[config.mk]
export PLATFORM = sky130hd
export DESIGN_NAME = mbc_top
export DESIGN_NICKNAME = d
export VERILOG_FILES = /design/src/common/mbc_pkg.sv /design/src/mbc_rate_gen.sv /design/src/mbc_top.sv
export VERILOG_INCLUDE_DIRS = /design/src /design/src/common
export SDC_FILE = /design/constraint.sdc
export NUM_CORES = 1
export LEC_CHECK = 0
export ABC_AREA = 0
export BUFFER_PORTS_ARGS = -buffer_cell sky130_fd_sc_hd__buf_4
export CAP_MARGIN = 20
export CORE_ASPECT_RATIO = 0.75
export CORE_MARGIN = 2
export CORE_UTILIZATION = 43
export CTS_BUF_LIST = sky130_fd_sc_hd__clkbuf_2
export DETAILED_ROUTE_END_ITERATION = 7
export PLACE_DENSITY = 0.72
export SLEW_MARGIN = 10
export SYNTH_ARGS = -nofsm -noshare
export SYNTH_HDL_FRONTEND = slang
export SYNTH_SLANG_ARGS = --single-unit
export TNS_END_PERCENT = 5
[constraint.sdc]
create_clock -name SYS_CLK -period 10.9 [get_ports SYS_CLK]
set_input_delay 0.545 -clock SYS_CLK [delete_from_list [all_inputs] [get_ports SYS_CLK]]
set_output_delay 0.545 -clock SYS_CLK [all_outputs]
set_load 0.1 [all_outputs]
[src/common/mbc_regs.svh]
/*
 * Register offsets, reset values and timing counts
 * for the modulation and bit rate control block.
 * Assumes inclusion by bare name from design and verification files.
 */
`ifndef MBC_REGS_SVH
`define MBC_REGS_SVH

`define MBC_IDX_CUR_ATTEN   10'h00E
`define MBC_IDX_RATE_FILT   10'h00F
`define MBC_IDX_CLK_DIV     10'h010
`define MBC_OFF_CUR_ATTEN   {`MBC_IDX_CUR_ATTEN, 2'b00}
`define MBC_OFF_RATE_FILT   {`MBC_IDX_RATE_FILT, 2'b00}
`define MBC_OFF_CLK_DIV     {`MBC_IDX_CLK_DIV, 2'b00}
`define MBC_OFF_SCHEME      12'h02C
`define MBC_OFF_AMP_CTRL    12'h044
`define MBC_OFF_AMP_RATE    12'h048
`define MBC_OFF_STATUS      12'h080

`define MBC_RST_CUR_ATTEN   8'h4B
`define MBC_RST_RATE_FILT   8'h24
`define MBC_RST_CLK_DIV     8'h34
`define MBC_RST_SCHEME      8'h00
`define MBC_RST_AMP_CTRL    8'h3F
`define MBC_RST_AMP_RATE    8'hB4

`define MBC_FREQ_BASE_EXP   3
`define MBC_AMP_BASE_EXP    5
`define MBC_PN_SEED         4'hF
`define MBC_AMP_STEP_DB     3

`endif

[src/common/mbc_pkg.sv]
/*
 * Types for the modulation and bit rate control block.
 * Assumes nothing beyond a SystemVerilog compiler.
 */
package mbc_pkg;
   typedef enum logic [2:0] {
      MBC_CLOSED_LOOP,
      MBC_OPEN_LOOP,
      MBC_DIVIDER,
      MBC_AMP_PLAIN,
      MBC_AMP_DITHER,
      MBC_IDLE
   } mbc_scheme_t;
endpackage

[src/mbc_rate_gen.sv]
/*
 * Bit strobe generator: divisor counter then power-of-two prescaler.
 * Assumes divisor of at least one; a zero divisor is treated as one.
 */
`timescale 1ns/1ps
`default_nettype none
module mbc_rate_gen (
   input  wire logic       clk,
   input  wire logic       rst,
   input  wire logic [5:0] divisor,
   input  wire logic [3:0] exponent,
   output logic            div_tick,
   output logic            strobe
);
   logic [5:0]  div_cnt;
   logic [8:0]  pre_cnt;
   logic [8:0]  pre_top;
   wire         div_end = (div_cnt == 6'h00);
   wire  [5:0]  div_load = (divisor == 6'h00) ? 6'h00 : divisor - 6'h01;

   // Reload on terminal count keeps every bit period the same length
   assign pre_top = 9'((10'h001 << exponent) - 10'h001);

   always_ff @(posedge clk or posedge rst) begin
      if (rst) begin
         div_cnt  <= 6'h00;
         pre_cnt  <= 9'h000;
         div_tick <= 1'b0;
         strobe   <= 1'b0;
      end else begin
         div_tick <= div_end;
         strobe   <= div_end && (pre_cnt == 9'h000);
         div_cnt  <= div_end ? div_load : div_cnt - 6'h01;
         if (div_end) begin
            pre_cnt <= (pre_cnt == 9'h000) ? pre_top : pre_cnt - 9'h001;
         end
      end
   end
endmodule
`default_nettype wire

[src/mbc_top.sv]
/*
 * Modulation selection and bit rate control: APB register slave,
 * two bit strobes, dither pattern, divider select, power keying and
 * charge pump control.
 * Assumes APB master on SYS_CLK and synchronous pin inputs.
 */
// Added by the designer: the APB slave port.
// Operation
// - Scheme chosen from two-bit select plus amplitude keying enable
// - Select 0: data drives oscillator, loop stays closed
// - Select 1: loop on while pin tristated, else off and pin sent
// - Open loop buffered data: loop off for each packet only
// - Select 2: divider set follows each transmitted bit
// - Amplitude keying only with enable 1 and select 2 or 3
// - Zero symbol at power minus backoff steps of 3dB, one at full
// - Power not above backoff turns zero symbols fully off
// - Three-bit ramp select sets edge shaping, 7 strongest
// - Dithered keying uses divider switching at faster chip rate
// - Sequence select: 0 gives 010101, 1 gives fifteen-bit pattern
// - Frequency rate is crystal over divisor over 2^(3+exponent); exponent 7 divides by 2^9, as 6 does
// - Amplitude rate is crystal over divisor over 2^(5+exponent)
// - Two bit clocks independent; frequency one sets dither chips
// - Charge injected at each data change in select 0 or 1, ends at next modulator clock tick
// - Attenuation then low-pass smoothing settings passed to modulator
// - Modulator clock is crystal over frequency divisor
// - Shaping factor is two to the frequency exponent
`timescale 1ns/1ps
`default_nettype none
`include "mbc_regs.svh"
module mbc_top (
   input  wire logic        SYS_CLK,
   input  wire logic        RST,
   input  wire logic        PSEL,
   input  wire logic        PENABLE,
   input  wire logic        PWRITE,
   input  wire logic [11:0] PADDR,
   input  wire logic [31:0] PWDATA,
   output logic             PREADY,
   output logic [31:0]      PRDATA,
   output logic             PSLVERR,
   input  wire logic        TX_DATA_PIN,
   input  wire logic        TX_DATA_PIN_DRIVEN,
   input  wire logic        BUF_DATA,
   input  wire logic        BUF_PACKET_ACTIVE,
   input  wire logic        BUF_SOURCE,
   output logic             LOOP_ENABLE,
   output logic             OSC_MOD_DATA,
   output logic             DIVIDER_SET_ONE,
   output logic             AMP_SYMBOL_ONE,
   output logic [2:0]       PA_LEVEL,
   output logic             PA_OFF,
   output logic [2:0]       AMP_RAMP,
   output logic             CHARGE_PULSE,
   output logic             MOD_CLK_TICK,
   output logic [4:0]       MOD_CURRENT,
   output logic [2:0]       MOD_ATTEN,
   output logic [2:0]       MOD_FILTER,
   output logic [2:0]       SHAPE_EXP,
   output logic             FREQ_STROBE,
   output logic             AMP_STROBE
);
   import mbc_pkg::*;

   logic [7:0]  cur_atten;
   logic [7:0]  rate_filt;
   logic [7:0]  clk_div;
   logic [7:0]  scheme_reg;
   logic [7:0]  amp_ctrl;
   logic [7:0]  amp_rate;
   logic [3:0]  pn_lfsr;
   logic        alt_chip;
   logic        data_q;
   logic        chip;
   mbc_scheme_t scheme;
   mbc_scheme_t scheme_q;

   wire [1:0] mod_sel     = scheme_reg[1:0];
   wire [2:0] power_level = scheme_reg[4:2];
   wire       amplitude_keying_enable = amp_ctrl[6];
   wire       dither_sequence_select  = amp_ctrl[7];
   wire [2:0] amplitude_ramp_select   = amp_ctrl[5:3];
   wire [2:0] amplitude_backoff_steps = amp_ctrl[2:0];
   wire [5:0] freq_clock_divisor = clk_div[5:0];
   wire [2:0] freq_rate_exponent = rate_filt[5:3];
   wire [5:0] amp_clock_divisor  = amp_rate[5:0];
   wire [1:0] amp_rate_exponent  = amp_rate[7:6];

   // APB: zero wait states, unmapped reads zero and flags an error
   wire access   = PSEL && PENABLE;
   wire wr       = access && PWRITE;
   wire hit_cur  = (PADDR == `MBC_OFF_CUR_ATTEN);
   wire hit_rate = (PADDR == `MBC_OFF_RATE_FILT);
   wire hit_div  = (PADDR == `MBC_OFF_CLK_DIV);
   wire hit_sch  = (PADDR == `MBC_OFF_SCHEME);
   wire hit_amp  = (PADDR == `MBC_OFF_AMP_CTRL);
   wire hit_arat = (PADDR == `MBC_OFF_AMP_RATE);
   wire hit_stat = (PADDR == `MBC_OFF_STATUS);
   wire mapped   = hit_cur | hit_rate | hit_div | hit_sch | hit_amp
                 | hit_arat | hit_stat;
   logic [31:0] rd_mux;
   always_comb begin
      if (hit_cur)       rd_mux = {24'h000000, cur_atten};
      else if (hit_rate) rd_mux = {24'h000000, rate_filt};
      else if (hit_div)  rd_mux = {24'h000000, clk_div};
      else if (hit_sch)  rd_mux = {24'h000000, scheme_reg};
      else if (hit_amp)  rd_mux = {24'h000000, amp_ctrl};
      else if (hit_arat) rd_mux = {24'h000000, amp_rate};
      else if (hit_stat) rd_mux = {24'h000000, LOOP_ENABLE,
                                   DIVIDER_SET_ONE, AMP_SYMBOL_ONE,
                                   PA_OFF, chip, scheme_q};
      else               rd_mux = 32'h00000000;
   end

   always_ff @(posedge SYS_CLK or posedge RST) begin
      if (RST) begin
         cur_atten  <= `MBC_RST_CUR_ATTEN;
         rate_filt  <= `MBC_RST_RATE_FILT;
         clk_div    <= `MBC_RST_CLK_DIV;
         scheme_reg <= `MBC_RST_SCHEME;
         amp_ctrl   <= `MBC_RST_AMP_CTRL;
         amp_rate   <= `MBC_RST_AMP_RATE;
      end else if (wr) begin
         if (hit_cur)  cur_atten  <= PWDATA[7:0];
         if (hit_rate) rate_filt  <= PWDATA[7:0];
         if (hit_div)  clk_div    <= PWDATA[7:0];
         if (hit_sch)  scheme_reg <= PWDATA[7:0];
         if (hit_amp)  amp_ctrl   <= PWDATA[7:0];
         if (hit_arat) amp_rate   <= PWDATA[7:0];
      end
   end

   always_ff @(posedge SYS_CLK or posedge RST) begin
      if (RST) begin
         PREADY  <= 1'b0;
         PRDATA  <= 32'h00000000;
         PSLVERR <= 1'b0;
      end else begin
         PREADY  <= PSEL && !PENABLE;
         PRDATA  <= (PSEL && !PENABLE && !PWRITE) ? rd_mux : PRDATA;
         PSLVERR <= PSEL && !PENABLE && !mapped;
      end
   end

   // Scheme decode
   // Keying with select 2 is the dithered form, chips on the dividers
   assign scheme = (mod_sel == 2'h0) ? MBC_CLOSED_LOOP :
                   (mod_sel == 2'h1) ? MBC_OPEN_LOOP :
                   (mod_sel == 2'h3) ? (amplitude_keying_enable
                                        ? MBC_AMP_PLAIN : MBC_IDLE) :
                   amplitude_keying_enable ? MBC_AMP_DITHER :
                   MBC_DIVIDER;

   // Strobes derived independently
   logic freq_strobe_i;
   logic amp_strobe_i;
   logic mod_tick_i;
   mbc_rate_gen u_freq_rate (
      .clk      (SYS_CLK),
      .rst      (RST),
      .divisor  (freq_clock_divisor),
      .exponent (4'(freq_rate_exponent) + 4'(`MBC_FREQ_BASE_EXP)),
      .div_tick (mod_tick_i),
      .strobe   (freq_strobe_i)
   );
   mbc_rate_gen u_amp_rate (
      .clk      (SYS_CLK),
      .rst      (RST),
      .divisor  (amp_clock_divisor),
      .exponent (4'(amp_rate_exponent) + 4'(`MBC_AMP_BASE_EXP)),
      .div_tick (),
      .strobe   (amp_strobe_i)
   );

   // Data source: buffered packet or pin
   wire tx_bit = BUF_SOURCE ? BUF_DATA : TX_DATA_PIN;
   wire entering_dither = (scheme == MBC_AMP_DITHER)
                       && (scheme_q != MBC_AMP_DITHER);
   // Taps chosen so seed F yields 111101011001000 from its first chip
   wire pn_fb = pn_lfsr[3] ^ pn_lfsr[0];
   wire next_chip = dither_sequence_select ? pn_lfsr[3] : alt_chip;

   // Dither chips advance on the frequency strobe
   always_ff @(posedge SYS_CLK or posedge RST) begin
      if (RST) begin
         pn_lfsr  <= `MBC_PN_SEED;
         alt_chip <= 1'b0;
         chip     <= 1'b0;
         scheme_q <= MBC_CLOSED_LOOP;
      end else begin
         scheme_q <= scheme;
         if (entering_dither) begin
            pn_lfsr  <= `MBC_PN_SEED;
            alt_chip <= 1'b0;
            chip     <= 1'b0;
         end else if (freq_strobe_i) begin
            pn_lfsr  <= {pn_lfsr[2:0], pn_fb};
            alt_chip <= !alt_chip;
            chip     <= next_chip;
         end
      end
   end

   // Loop and divider control
   wire open_loop_off = BUF_SOURCE ? BUF_PACKET_ACTIVE
                                   : TX_DATA_PIN_DRIVEN;
   wire next_loop = (scheme == MBC_OPEN_LOOP) ? !open_loop_off : 1'b1;
   wire next_div_one = (scheme == MBC_DIVIDER) ? tx_bit :
                       (scheme == MBC_AMP_DITHER) ? chip :
                       1'b0;

   // Power keying: backoff of 3dB steps, full off when not above
   wire amp_on = (scheme == MBC_AMP_PLAIN) || (scheme == MBC_AMP_DITHER);
   wire on_off_keying = (power_level <= amplitude_backoff_steps);
   wire [2:0] zero_level = on_off_keying ? 3'h0
                         : power_level - amplitude_backoff_steps;
   wire [2:0] next_pa = (!amp_on || tx_bit) ? power_level : zero_level;
   wire next_pa_off = amp_on && !tx_bit && on_off_keying;

   // Charge pulse: set per data change, cleared at the next modulator clock tick
   wire vco_mode = (scheme == MBC_CLOSED_LOOP)
                || (scheme == MBC_OPEN_LOOP);
   wire data_edge = vco_mode && (tx_bit != data_q);

   always_ff @(posedge SYS_CLK or posedge RST) begin
      if (RST) begin
         data_q          <= 1'b0;
         CHARGE_PULSE    <= 1'b0;
         LOOP_ENABLE     <= 1'b1;
         OSC_MOD_DATA    <= 1'b0;
         DIVIDER_SET_ONE <= 1'b0;
         AMP_SYMBOL_ONE  <= 1'b1;
         PA_LEVEL        <= 3'h0;
         PA_OFF          <= 1'b0;
      end else begin
         data_q <= tx_bit;
         // Pulse ends at the next modulator clock tick, so width follows that clock
         if (data_edge) begin
            CHARGE_PULSE <= 1'b1;
         end else if (mod_tick_i) begin
            CHARGE_PULSE <= 1'b0;
         end
         LOOP_ENABLE     <= next_loop;
         OSC_MOD_DATA    <= vco_mode ? tx_bit : 1'b0;
         DIVIDER_SET_ONE <= next_div_one;
         AMP_SYMBOL_ONE  <= !amp_on || tx_bit;
         PA_LEVEL        <= next_pa;
         PA_OFF          <= next_pa_off;
      end
   end

   always_ff @(posedge SYS_CLK or posedge RST) begin
      if (RST) begin
         AMP_RAMP     <= 3'h0;
         MOD_CURRENT  <= 5'h00;
         MOD_ATTEN    <= 3'h0;
         MOD_FILTER   <= 3'h0;
         SHAPE_EXP    <= 3'h0;
         MOD_CLK_TICK <= 1'b0;
         FREQ_STROBE  <= 1'b0;
         AMP_STROBE   <= 1'b0;
      end else begin
         AMP_RAMP     <= amplitude_ramp_select;
         MOD_CURRENT  <= cur_atten[7:3];
         MOD_ATTEN    <= cur_atten[2:0];
         MOD_FILTER   <= rate_filt[2:0];
         SHAPE_EXP    <= freq_rate_exponent;
         MOD_CLK_TICK <= mod_tick_i;
         FREQ_STROBE  <= freq_strobe_i;
         AMP_STROBE   <= amp_strobe_i;
      end
   end

   AST_DIV_FOLLOWS_BIT: assert property (@(posedge SYS_CLK)
      disable iff (RST)
      (scheme == MBC_DIVIDER) |=> (DIVIDER_SET_ONE == $past(tx_bit)))
      else $error("divider set does not follow data");
   AST_AMP_GATED: assert property (@(posedge SYS_CLK) disable iff (RST)
      (!amplitude_keying_enable || !mod_sel[1]) |=> AMP_SYMBOL_ONE)
      else $error("amplitude keying without enable and keying select");
   AST_OOK_OFF: assert property (@(posedge SYS_CLK) disable iff (RST)
      (amp_on && !tx_bit && on_off_keying) |=> (PA_OFF && PA_LEVEL == 3'h0))
      else $error("zero symbol not fully off");
   AST_BACKOFF: assert property (@(posedge SYS_CLK) disable iff (RST)
      (amp_on && !tx_bit && !on_off_keying) |=>
      (PA_LEVEL == $past(power_level) - $past(amplitude_backoff_steps)))
      else $error("backoff level wrong");
   AST_OPEN_LOOP: assert property (@(posedge SYS_CLK) disable iff (RST)
      (scheme == MBC_OPEN_LOOP && !BUF_SOURCE) |=>
      (LOOP_ENABLE == !$past(TX_DATA_PIN_DRIVEN)))
      else $error("open loop control wrong");
   AST_PACKET_LOOP: assert property (@(posedge SYS_CLK) disable iff (RST)
      (scheme == MBC_OPEN_LOOP && BUF_SOURCE && BUF_PACKET_ACTIVE)
      |=> !LOOP_ENABLE)
      else $error("loop on during packet");
   AST_CLOSED: assert property (@(posedge SYS_CLK) disable iff (RST)
      (scheme == MBC_CLOSED_LOOP) |=> (LOOP_ENABLE
      && OSC_MOD_DATA == $past(tx_bit)))
      else $error("closed loop path wrong");
   AST_DITHER_RST: assert property (@(posedge SYS_CLK) disable iff (RST)
      entering_dither |=> (chip == 1'b0 && pn_lfsr == `MBC_PN_SEED))
      else $error("dither not restarted");
   AST_CHARGE: assert property (@(posedge SYS_CLK) disable iff (RST)
      data_edge |=> CHARGE_PULSE)
      else $error("no charge on data change");
   AST_STROBE_SPACE: assert property (@(posedge SYS_CLK)
      disable iff (RST)
      (freq_strobe_i && freq_clock_divisor != 6'h00) |=> !freq_strobe_i)
      else $error("frequency strobes too close");
endmodule
`default_nettype wire

; ---- After elaboration in Yosys (flattened, before gate mapping)
; Index checks and enable logic that the tools add are counted.
[totals]
reg_bits = 154
in_bits = 54
elab_cells = 144
[op_classes]
n_addsub = 11
magnitude_cmp = 1
n_eq_ne = 15
shifts = 2
mux = 35
bitwise = 7
n_reduce_logical = 37
[ops]
columns = op, count
row1 = $mux W8, 7
row2 = $eq A12 B6 Y1 const B, 3
row3 = $eq A12 B7 Y1 const B, 3
row4 = $sub A9 B1 Y9 const B, 4
row5 = $logic_not A6 Y1, 4
row6 = $mux W6, 4
row7 = $sub A6 B1 Y6 const B, 4
row8 = $mux W3, 7
row9 = $logic_not A9 Y1, 2
row10 = $mux W9, 2
row11 = $shl A1 B4 Y9 const A, 2
row12 = $mux W1, 13
row13 = $eq A12 B8 Y1 const B, 1
row14 = $reduce_and A2 Y1, 6
row15 = $logic_and A1 B1 Y1, 11
row16 = $mux W4, 2
row17 = $logic_not A1 Y1, 7
row18 = $eq A3 B2 Y1 const B, 2
row19 = $or A1 B1 Y1, 6
row20 = $add A2 B3 Y4 const B, 1
row21 = $add A3 B2 Y4 const B, 1
row22 = $reduce_bool A2 Y1, 2
row23 = $eq A3 B1 Y1 const B, 1
row24 = $eq A3 B3 Y1 const B, 1
row25 = 10 further kinds, 12

; ---- Logic depth before layout (Yosys ltp)
; Gate-level depths: netlist (run 1).
[depth]
word_depth = 9
depth_mapped = 8

; ---- By module
; Synthesis (run 1) repeated with hierarchy kept, for this count alone.
[unflattened]
hier_cells = 647
hier_area_um2 = 7064.3
[modules_own_cells]
columns = module, n_inst, cells_each, area_per_inst_um2, seq_area_each_um2
row1 = mbc_top, 1, 388, 4690.7, 2458.6
row2 = mbc_rate_gen (u_freq_rate), 1, 131, 1208.7, 425.4
row3 = mbc_rate_gen (u_amp_rate), 1, 128, 1164.9, 425.4

; ---- Least setup slack after synthesis (run 1)
; OpenSTA, ideal clock, no wires.
[synth_path]
path_type = input to register
from = input port PADDR[9]
to = register cur_atten[2]
setup_time_ns = 0.128
arrival_ns = 2.039
path_slack_ns = 8.733
stages = 5
n_path_buf = 0
path_cell_list = nor4_4 > nand2_2 > or4_4 > nor2_4 > mux2_1
[synth_between]
elab_chain_cells = 2
[synth_rtl]
columns = item, line
row1 = from (decl), mbc_top.sv:36  ; input wire logic [11:0] PADDR,
row2 = $eq A12 B6 Y1 (no source line), -
row3 = $reduce_and A2 Y1 (no source line), -
row4 = to (signal assigned), mbc_top.sv:116  ; cur_atten <= `MBC_RST_CUR_ATTEN;
row5 = to (signal assigned), mbc_top.sv:123  ; if (hit_cur) cur_atten <= PWDATA[7:0];
row6 = to (decl), mbc_top.sv:64  ; logic [7:0] cur_atten;
; Every way passes these cells.
; A chain may end at the register's enable or synchronous reset.

; ---- Final worst setup path (run 1)
[layout_path]
from = register u_freq_rate.div_cnt[0]
to = register u_freq_rate.pre_cnt[7]
[layout_between]
elab_chain_cells = 1
[layout_rtl]
columns = item, line
row1 = from (decl), mbc_rate_gen.sv:15  ; logic [5:0] div_cnt;
row2 = from (signal assigned), mbc_rate_gen.sv:33  ; div_cnt <= div_end ? div_load : div_cnt - 6'h01;
row3 = $logic_not A6 Y1, mbc_rate_gen.sv:18  ; wire div_end = (div_cnt == 6'h00);
row4 = to (signal assigned), mbc_rate_gen.sv:35  ; pre_cnt <= (pre_cnt == 9'h000) ? pre_top : pre_cnt - 9'h001;
row5 = to (decl), mbc_rate_gen.sv:16  ; logic [8:0] pre_cnt;
; Every way passes these cells.

==> results by group, run 1 <==
Status
  – Outcome: completed

Clock network
  – Sink Count: 130
  – Post-CTS setup buffers: 0
  – Post-CTS Resized: 0
  – Hold Buf Count CTS: 2
  – Worst-path clk slew: 0.21 ns
  – Num CTS Buffers: 17
  – TritonCTS clock tree: done
  – Clock Path Buffers: 2
  – Clock latency on the worst-skew pair: 0.70 ns
  – H-tree Lvls: 4
  – CTS root buf: clkbuf_2

Yosys
  – Ranking of synthesized cells by area: dfrtp_1 (41%), dfstp_2 (10%), mux2_2 (3.3%)
  – Seq/Total Area, Yosys: 51.1%
  – Synth Flop Type: dfrtp_1
  – Distinct cells, synth: 77
  – Post-synth ARST share: 100%
  – Post-synthesis instance area: 0.00643 sq mm
  – Yosys warnings: 0
  – Number of synthesized flops with an enable pin: 0
  – Average size of a mapped cell: 11.0 sq um
  – Post-synth top area cell: dfrtp_1
  – Syn Inst Count: 585
  – Top-area cell type share of the netlist area: 40.9%
  – Seq cells post-synth: 130

STA
  – Period utilization: 22.8%
  – RSZ-0062 raised after global routing: no
  – Final worst setup slack: 8.41 ns
  – Slew Viols, Final: 0
  – Max transition margin: 58.7%
  – Final Hold Vio Count: 0
  – FMAX: 402 MHz
  – Hold Worst Slack: 0.103 ns
  – Setup TNS: 0 ns
  – Clock skew: 0.0157 ns
  – Minimum clock period: 2.49 ns
  – Actual slew at the worst max-slew pin: 0.614 ns
  – Count of final setup violators: 0

Placed design
  – Placer congestion estimate: 0.874
  – Pre-CTS worst setup slack: 8.27 ns
  – Placed cell area: 0.00703 sq mm
  – Hpwl dp: 10.8 mm
  – Number of port buffers: 68

Power
  – P_leak: 0.00341 uW
  – VDD IR max: 0.0590 mV
  – PwrDens: 163 mW/mm^2

Route
  – Vias after detailed routing: 4,740
  – Initial DRC Count: 690
  – Post-detailed-routing wire length: 15.1 mm
  – Vias/cell: 5.44
  – Wirelength per Cell: 17.4 um
  – DRC: 0
  – Post-route ant nets: 0
  – TritonRoute pass-1 iters: 7

Worst setup path
  – CP Launch Type: flip-flop
  – Worst endpoint data arrival time: 3.14 ns
  – Worst Path Required: 11.55 ns
  – Crit Path Category: reg2reg
  – Setup crit end kind: flip-flop
  – Max FO, Critical Path: 12

Final layout
  – Area Overhead vs Synth: 14.5%
  – Finished Cell Area: 0.00736 sq mm
  – Nets: 724
  – # diodes: 0
  – Post-layout util: 50.6%
  – Layout cells sized above 1: 26.4%
  – Most frequent cells in the layout: dfrtp_1 (105), buf_4 (71), nand2_1 (46)
  – Most common cell after layout, fill and taps aside: dfrtp_1
  – Regs by FF count: u_amp_rate.pre_cnt: 9 flops, u_freq_rate.pre_cnt: 9 flops

Die
  – Rows: 38
  – Core Box Area: 0.0145 sq mm
  – Die span in x: 145 um
  – Initial Util: 44.2%
  – Die Y-Extent: 110 um
  – Top-level I/O count: 117
  – Full die area: 0.0160 sq mm

Global route
  – First-pass GRT wire length: 24.3 mm
  – Grt total ovfl: 0
  – GRT Overall Usage: 19.6%
  – Largest net degree at the start of global routing: 81
  – Vias in the first global route: 4,678
  – Antenna violations before repair: 0

Flow run
  – Max Cap Violations: 0

Min path
  – Hold/Removal Path Class: in2reg
Yosys cell counts (3+ instances only):
cell and count:
a211oi_1 6, a21o_1 4, a21oi_1 19, a221o_1 4
a221oi_1 4, a31oi_1 3, a32oi_1 3, and2_1 6
buf_2 5, buf_4 25, clkbuf_1 11, dfrtp_1 105
dfstp_2 25, ha_1 11, inv_1 26, mux2_1 17
mux2_2 19, mux2_4 6, mux2i_1 5, nand2_1 46
nand2b_1 4, nand3_1 9, nand3b_1 4, nand4_1 4
nor2_1 37, nor2b_1 15, nor3_1 14, nor4_1 6
o211ai_1 4, o21a_1 4, o21ai_0 25, o21ai_1 3
o221ai_1 5, o22ai_1 21, o31ai_1 5, or3_1 4
or4_1 4, xnor2_1 15, xor2_1 6
path summary, 6_finish.rpt:
kind	from	end	slack, ns	depth (start not counted)
worst max-delay path	u_freq_rate.div_cnt[0]$_DFF_PP0_	u_freq_rate.pre_cnt[7]$_DFFE_PP0P_	8.41	8
worst min-delay path	PSEL	PREADY$_DFF_PP0_	0.10	2
worst max register to register	u_freq_rate.div_cnt[0]$_DFF_PP0_	u_freq_rate.pre_cnt[7]$_DFFE_PP0P_	8.41	8
worst min register to register	u_amp_rate.strobe$_DFF_PP0_	AMP_STROBE$_DFF_PP0_	0.37	0
max in group asynchronous	RST	LOOP_ENABLE$_DFF_PP1_	9.31	5
min in group asynchronous	RST	PSLVERR$_DFF_PP0_	0.45	3
stage by stage:
step | power [uW] | instances
floorplan | 804 | 608
global placement | 850 | 836
detailed placement | 864 | 836
CTS | 1210 | 870
global route | 1270 | 871
finish | 1200 | 871
routing by layer:
layer / GRT usage, % / routed length [um] / up-vias
li1: - / - / 2207
met1: 26.7 / 7120 / 2318
met2: 29.6 / 6680 / 185
met3: 5.48 / 981 / 30
met4: 8.26 / 367 / 0
met5: 0 / 0 / -
cells by family (layout without fill, tap and decap cells):
group	Yosys count	after routing	synth area share, %
and+or+nand+nor	180	180	16.2
DFF	130	130	51.1
AOI/OAI and AO/OA	124	124	12.9
buffers and inverters	70	133	5.89
muxes	47	47	8.48
xor gates and xnor gates	21	21	2.86
adders and majority gates	12	12	2.45
other	1	24	0.0583
power by group:
part           internal, uW  switching, uW  leakage [uW]
Clock                   153            194      0.000161
Sequential              529           35.7       0.00159
Combinational          93.7            197       0.00166
cell type report:
class                           count  area [sq um]
Clock buffer                       17          85.1
Timing Repair Buffer               74           581
Sequential cell                   130          3280
Inverter                           27           105
Clock inverter                     15           205
Tap cell                          200           250
Fill cell                        1284          7180
Multi-Input combinational cell    408          2850
worst max-delay path, stage by stage, from the launching register on:
cell	delay [ns]
dfrtp_1	0.45
inv_1	0.07
ha_1	0.20
or3b_1	0.41
or3_4	0.42
clkinv_2	0.19
nand3_4	0.11
or4_1	0.51
nand2_1	0.07
Note: power is estimated with default switching activity, not from simulation.
==> run 2, diff against run 1 <==
ABC_AREA = 1   (was 0)
clock period = 2.3 ns   (was 10.9 ns; I/O delays follow)
==> run 2 against run 1 <==
  * The run now ends with setup timing left
  * Sequential share of layout area is 3.1 points lower
  * Cell count up 29%
  * Routed wire length is 2.0% higher
  * Utilization is 1.5 points higher
  * Total power increased to 4.7 times the previous value
  * Area after synthesis increased by 3.6%
  * Critical path depth up 2
  * First-iteration DRC count down 38%
  * Sequential power rose to 4.8 times the previous value
  * Global-route usage decreased by 0.097 points
  * Non-clock buffer count up 37
  * Final area increased by 7.4%
  * Critical path type is now in2reg
  * Highest routed layer unchanged
==> results by group, run 2 <==
Status
  – Outcome: finished, violations left
  – Failing checks: setup timing

Worst setup path
  – CP Launch Type: input pin
  – CP cell instances: dlygate4sd3_1 > buf_4 > nor2_8 > dlygate4sd3_1 > nand2_2 > nor2_4 > nand3_4 > nand2_1 > o21ai_2 > dlygate4sd3_1
  – Crit path top cell by count: dlygate4sd3_1
  – Worst endpoint data arrival time: 2.91 ns (-0.23 ns)
  – Crit path launch: PADDR[0]
  – Family with the most delay on the worst path: buffers and inverters
  – Setup crit end kind: flip-flop
  – Worst Path Required: 2.91 ns (-8.64 ns)
  – Critical R2R Launch: u_freq_rate.div_cnt[0]$_DFF_PP0_
  – CP max-delay cell: dlygate4sd3_1
  – CP max stage delay: 0.63 ns (+0.12 ns)
  – Max FO, Critical Path: 11 (-1)
  – Crit Path Category: in2reg
  – Crit path buffers/inverters: 4 (+2)

Global route
  – First-pass GRT wire length: 25.1 mm (+3.5%)
  – Grt total ovfl: 0 (unchanged)
  – Antenna violations before repair: 1 (+1)
  – Vias in the first global route: 4,854 (+3.8%)
  – Met1 GRT Util: 30.7% (+4.0 points)
  – GRT Overall Usage: 19.5% (-0.097 points)
  – Met3 GRT Util: 3.98% (-1.5 points)
  – GR Layer Usage met2: 26.7% (-2.9 points)
  – Most used routing layer: met1
  – Largest net degree at the start of global routing: 131 (+62%)

Route
  – TritonRoute pass-1 iters: 5 (-2)
  – Post-detailed-routing wire length: 15.5 mm (+2.0%)
  – Vias/cell: 4.81 (-12%)
  – Wirelength per Cell: 13.8 um (-21%)
  – DRC: 0 (unchanged)
  – Post-route ant nets: 0 (unchanged)
  – Initial DRC Count: 431 (-38%)
  – Vias after detailed routing: 5,401 (+14%)

Power
  – P_leak: 0.00396 uW (+16%)
  – PwrDens: 720 mW/mm^2 (+340%)
  – VDD IR max: 0.308 mV (+420%)

Yosys
  – Number of synthesized flops with an enable pin: 0 (unchanged)
  – Post-synthesis instance area: 0.00666 sq mm (+3.6%)
  – Post-synth top area cell: dfrtp_1
  – Post-synth ARST share: 100% (unchanged)
  – Commonest cells in the netlist: nand2_1 (181), inv_1 (108), dfrtp_1 (105)
  – Most frequent cell after synthesis: nand2_1
  – Seq cells post-synth: 130 (unchanged)
  – Top-area cell type share of the netlist area: 39.5% (-1.4 points)
  – Ranking of synthesized cells by area: dfrtp_1 (39%), nand2_1 (10%), dfstp_2 (9.9%)
  – Syn Inst Count: 786 (+34%)
  – Average size of a mapped cell: 8.47 sq um (-23%)
  – Seq/Total Area, Yosys: 49.3% (-1.8 points)
  – Yosys warnings: 0 (unchanged)
  – Synth Flop Type: dfrtp_1
  – Distinct cells, synth: 45 (-42%)

Flow run
  – Max Cap Violations: 0 (unchanged)

Placed design
  – Number of port buffers: 68 (unchanged)
  – Hpwl dp: 10.8 mm (-0.34%)
  – Placed cell area: 0.00730 sq mm (+3.8%)
  – Placer congestion estimate: 0.923 (+5.6%)

Die
  – Die Y-Extent: 112 um (+1.7%)
  – Initial Util: 43.9% (-0.32 points)
  – Top-level I/O count: 117 (unchanged)
  – Rows: 39 (+2.6%)
  – Core Box Area: 0.0152 sq mm (+4.3%)
  – Die span in x: 148 um (+1.7%)
  – Full die area: 0.0165 sq mm (+3.4%)

Clock network
  – TritonCTS clock tree: done
  – Worst-path clk slew: 0.19 ns (-0.02 ns)
  – Post-CTS Resized: 0 (unchanged)
  – H-tree Lvls: 4 (unchanged)
  – Clock Path Buffers: 2 (unchanged)
  – Sink Count: 130 (unchanged)
  – Num CTS Buffers: 17 (unchanged)
  – CTS root buf: clkbuf_2
  – Clock latency on the worst-skew pair: 0.69 ns (about the same)

STA
  – Count of final setup violators: 1 (+1)
  – Final Hold Vio Count: 0 (unchanged)
  – Hold Worst Slack: 0.0662 ns (-0.0372 ns)
  – Minimum clock period: 2.31 ns
  – Setup TNS: -0.00829 ns (-0.00829 ns)
  – Clock skew: 0.0249 ns (+0.00926 ns)
  – Period utilization: 100%
  – RSZ-0062 raised after global routing: no
  – Max transition margin: 55.0% (-3.7 points)
  – Actual slew at the worst max-slew pin: 0.676 ns (+0.0617 ns)
  – Final worst setup slack: -0.00829 ns (-8.42 ns)
  – FMAX: 433 MHz
  – Slew Viols, Final: 0 (unchanged)

Min path
  – Hold/Removal Path Class: in2reg
  – Hold Startpoint: PADDR[1]

Final layout
  – Nets: 969 (+34%)
  – Most common cell after layout, fill and taps aside: nand2_1
  – Most frequent cells in the layout: nand2_1 (181), inv_1 (107), dfrtp_1 (105)
  – Layout cells sized above 1: 21.7% (-4.7 points)
  – Filler cells: 1,417 (+10%)
  – Finished Cell Area: 0.00791 sq mm (+7.4%)
  – Area Overhead vs Synth: 18.8%
  – Regs by FF count: u_amp_rate.pre_cnt: 9 flops, u_freq_rate.pre_cnt: 9 flops
==> run 2: cell count changes in the layout (fill, tap and decap cells not counted), sizes merged, moves of 32 or more <==
cell	before	now
nor2	38	74
inv	29	114
mux2	42	0
nand2	47	194
nand3	10	64
o21ai	28	82
dlygate4sd3	2	34
==> run 2: layout make-up <==
cell class,count,area [sq um],share of cell area (%)
Antenna cell,1,2.50,0.0316
Inverter,115,438,5.54
Clock inverter,12,140,1.77
Tap cell,205,256,3.24
Sequential cell,130,3280,41.5
Clock buffer,20,100,1.27
Timing Repair Buffer,111,931,11.8
Multi-Input combinational cell,528,2760,34.9
==> run 2: worst reg2reg max path, delay by kind of cell, from the launching register on <==
| family | cells | cell delay (ns) |
|---|---|---|
| adders and majority gates | 1 | 0.16 |
| buffers and inverters | 3 | 0.35 |
| DFF | 1 | 0.41 |
| and+or+nand+nor | 8 | 0.89 |
==> run 2: through the flow <==
stage          power, uW  worst slack [ns]  utilization (%)  instances
6_report            5690          -0.00829             52.1       1122
3_3_place_gp        4220             0.466             48.1       1051
3_5_place_dp        4260             0.446             48.1       1051
5_1_grt             6070            0.0348             52.1       1122
4_1_cts             5730            0.0120             51.9       1117
2_1_floorplan       3960             0.596                -        809
==> run 2: per-layer routing <==
layer  vias to the layer above  part of all wire [%]
met5                         -                     0
met2                       189                    41
met3                        13                   6.9
li1                       2713                     -
met4                         0                   1.1
met1                      2486                    51
==> run 2: final timing paths <==
| check | end | cells after the start | slack [ns] |
|---|---|---|---|
| worst min-delay path | PRDATA[3]$_DFFE_PP0P_ | 8 | 0.07 |
| worst max-delay path | amp_ctrl[6]$_DFFE_PP0P_ | 10 | -0.008 |
| worst max register to register | u_freq_rate.pre_cnt[7]$_DFFE_PP0P_ | 12 | 0.41 |
| min in group asynchronous | amp_rate[3]$_DFFE_PP0P_ | 4 | 0.15 |
| max in group asynchronous | MOD_ATTEN[0]$_DFF_PP0_ | 4 | 1.63 |
| worst min register to register | AMP_STROBE$_DFF_PP0_ | 0 | 0.37 |
==> run 2: repair_timing <==
action | in CTS | in global routing
endpoints found under the setup margin | 0 | 3
hold buffers | 34 | 0
buffers inserted | 0 | 4
endpoints found under the hold margin | 186 | 0
==> run 2: kinds of logic (layout without fill, tap and decap cells) <==
group | after synthesis | in the layout | share of synthesized area, %
flip-flops | 130 | 130 | 49.3
buffers and inverters | 151 | 258 | 10.6
XOR/XNOR | 14 | 14 | 1.84
adder cells (fa/ha/maj) | 12 | 12 | 2.37
AO/OA/AOI/OAI | 108 | 108 | 10.2
other | 1 | 25 | 0.0563
AND/OR/NAND/NOR | 370 | 370 | 25.7
==> run 2: where the power goes <==
part,internal [uW],total (uW),switching (uW)
clock network,605,1430,827
registers,2560,2730,163
logic,483,1530,1050
total,3650,5690,2040
==> run 3, diff against run 2 <==
CORE_UTILIZATION = 55   (was 43)
HOLD_SLACK_MARGIN = 0.02   (was not set)
PLACE_DENSITY = 0.87   (was 0.72)
==> run 3 against run 2 <==
  * The flow now finishes without violations
  * Combinational power grew 3%
  * Clock power grew 12%
  * Total power grew 3.9%
  * Maximum frequency grew 6.1%
  * Utilization grew 15 points
  * First-iteration DRC count grew 30%
  * Highest routed layer unchanged
==> results by group, run 3 (synthesized netlist as in run 2, its figures left out) <==
Worst setup path
  – Worst endpoint data arrival time: 2.75 ns (-0.16 ns)
  – Worst Path Required: 2.88 ns (-0.03 ns)
  – CP Launch Type: input pin
  – Max FO, Critical Path: 10 (-1)
  – FF-to-FF End: u_freq_rate.div_cnt[5]$_DFF_PP0_
  – Critical R2R Launch: u_freq_rate.div_cnt[0]$_DFF_PP0_
  – Setup crit end kind: flip-flop
  – Worst R2R Setup Slack: 0.36 ns (-0.05 ns)
  – R2R depth: 10 (-2)
  – Crit Path Category: in2reg

Clock network
  – CTS root buf: clkbuf_2
  – Post-CTS setup buffers: 0 (unchanged)
  – Clock latency on the worst-skew pair: 0.69 ns (about the same)
  – Clock Path Buffers: 2 (unchanged)
  – Worst-path clk slew: 0.20 ns (about the same)
  – TritonCTS clock tree: done
  – Num CTS Buffers: 17 (unchanged)
  – Sink Count: 130 (unchanged)
  – H-tree Lvls: 4 (unchanged)

Final layout
  – Filler cells: 917 (-35%)
  – Regs by FF count: u_amp_rate.pre_cnt: 9 flops, u_freq_rate.pre_cnt: 9 flops
  – # diodes: 0 (-1)
  – FF+latch area: 0.00328 sq mm (unchanged)
  – Most common cell after layout, fill and taps aside: nand2_1
  – Layout cells sized above 1: 22.2% (+0.52 points)
  – Area Overhead vs Synth: 17.9%
  – Most frequent cells in the layout: nand2_1 (181), inv_1 (107), dfrtp_1 (105)
  – Multi-input gate area: 0.00278 sq mm (+0.73%)
  – Nets: 961 (-0.83%)

Placed design
  – Number of port buffers: 68 (unchanged)
  – Hpwl dp: 11.1 mm (+2.3%)
  – Placer congestion estimate: 0.942 (+2.1%)

STA
  – Slew Viols, Final: 0 (unchanged)
  – RSZ-0062 raised after global routing: no
  – FMAX: 460 MHz (+6.1%)
  – Final Hold Vio Count: 0 (unchanged)
  – Max transition margin: 58.5% (+3.5 points)
  – Period utilization: 94.6% (-5.8 points)
  – Clock skew: 0.0259 ns (+0.000997 ns)
  – Setup TNS: 0 ns (+0.00829 ns)
  – Count of final setup violators: 0 (-1)
  – Actual slew at the worst max-slew pin: 0.621 ns (-0.0549 ns)
  – Minimum clock period: 2.18 ns (-0.133 ns)

Route
  – DRC: 0 (unchanged)
  – Wirelength per Cell: 14.7 um (+6.8%)
  – Vias after detailed routing: 5,673 (+5.0%)
  – TritonRoute pass-1 iters: 5 (unchanged)
  – Post-detailed-routing wire length: 15.7 mm (+1.9%)
  – Vias/cell: 5.30 (+10%)
  – Initial DRC Count: 559 (+30%)
  – Post-route ant nets: 0 (unchanged)

Global route
  – GRT Overall Usage: 25.8% (+6.3 points)
  – First-pass GRT wire length: 26.3 mm (+4.4%)
  – Vias in the first global route: 5,497 (+13%)
  – Largest net degree at the start of global routing: 64 (-51%)
  – Grt total ovfl: 0 (unchanged)
  – Antenna violations before repair: 0 (-1)

Die
  – Full die area: 0.0130 sq mm (-21%)
  – Die Y-Extent: 99.3 um (-11%)
  – Top-level I/O count: 117 (unchanged)
  – Die span in x: 131 um (-11%)
  – Initial Util: 56.9% (+13 points)
  – Rows: 34 (-13%)
  – Core Box Area: 0.0117 sq mm (-23%)

Min path
  – Hold/Removal Path Class: in2reg
  – Worst Hold Depth: 5 (-3)
  – Hold Startpoint: PWRITE
  – Hold EP: clk_div[5]$_DFFE_PP1P_

Status
  – Outcome: completed

Power
  – PwrDens: 753 mW/mm^2 (+4.6%)
  – P_leak: 0.00393 uW (-0.73%)
  – Total power: 5910 uW (+3.9%)
  – VDD IR max: 0.428 mV (+39%)

Flow run
  – Max Cap Violations: 0 (unchanged)
[run 3: cell types whose count changed in the layout (fill, tap and decap cells not counted), sizes merged]
cell,before,now
diode,1,0
bufinv,3,4
clkinv,8,6
clkinvlp,2,5
clkbuf,20,18
buf,77,74
dlygate4sd3,34,29
[run 3: layout make-up]
class                      instances  share of cell area, %
sequential                       130                   41.8
multi-input combinational        528                   35.4
timing repair buffer             103                   11.1
inverter                         115                   5.58
tap                              162                   2.58
clock inverter                    14                   2.41
clock buffer                      18                   1.15
[run 3: per-layer routing]
layer  GRT usage [%]  up-vias  part of all wire [%]
met2            39.6      227                    46
li1                -     2701                     -
met5               0        -                     0
met4            8.59        0                   2.1
met1            36.7     2710                    45
met3            5.49       35                   6.5
[run 3: critical path: stages]
cell and delay (ns):
dlygate4sd3_1 0.57, buf_4 0.17, nor2_8 0.10, dlygate4sd3_1 0.64, nand2_2 0.09, nor2_4 0.26, nand2_1 0.09, nand3b_1 0.10
nor3_1 0.05, dlygate4sd3_1 0.56
[run 3: how the worst max path moves through the flow]
stage / startpoint / to / slack [ns] / depth (start not counted)
finish: PADDR[0] / PSLVERR$_DFF_PP0_ / 0.12 / 10
global route: PADDR[0] / scheme_reg[3]$_DFFE_PP0P_ / 0.03 / 9
CTS: BUF_DATA / PA_LEVEL[0]$_DFF_PP0_ / 0.02 / 9
detailed placement: u_freq_rate.div_cnt[0]$_DFF_PP0_ / u_freq_rate.div_cnt[4]$_DFF_PP0_ / 0.44 / 10
global placement: amp_ctrl[2]$_DFFE_PP1P_ / PA_LEVEL[2]$_DFF_PP0_ / 0.50 / 6
floorplan: RST / AMP_RAMP[0]$_DFF_PP0_ / 0.60 / 1
[run 3: stage by stage]
stage	cells	hold slack, ns	util (%)	area, sq um	setup WS, ns
final	1070	0.0572	67.1	7850	0.125
after global routing	1070	0.0564	67.1	7850	0.0303
after CTS	1070	0.0285	67.0	7830	0.0245
after detailed placement	1009	0.115	62.1	7260	0.444
after global placement	1009	0.116	62.1	7260	0.504
after floorplan	809	0.178	-	6750	0.596
[run 3: report_power, final]
part           switching [uW]  total (uW)  internal, uW  leakage (uW)
logic                    1080        1570           487       0.00212
registers                 173        2740          2560       0.00166
clock network             892        1600           712      0.000151
total                    2150        5910          3760       0.00393
[run 3: timing repair]
item                                   4_1_cts  5_1_grt
setup endpoints to repair                    0        3
endpoints found under the hold margin      184        0
hold buffers                                29        0
gates resized for setup                      0        4
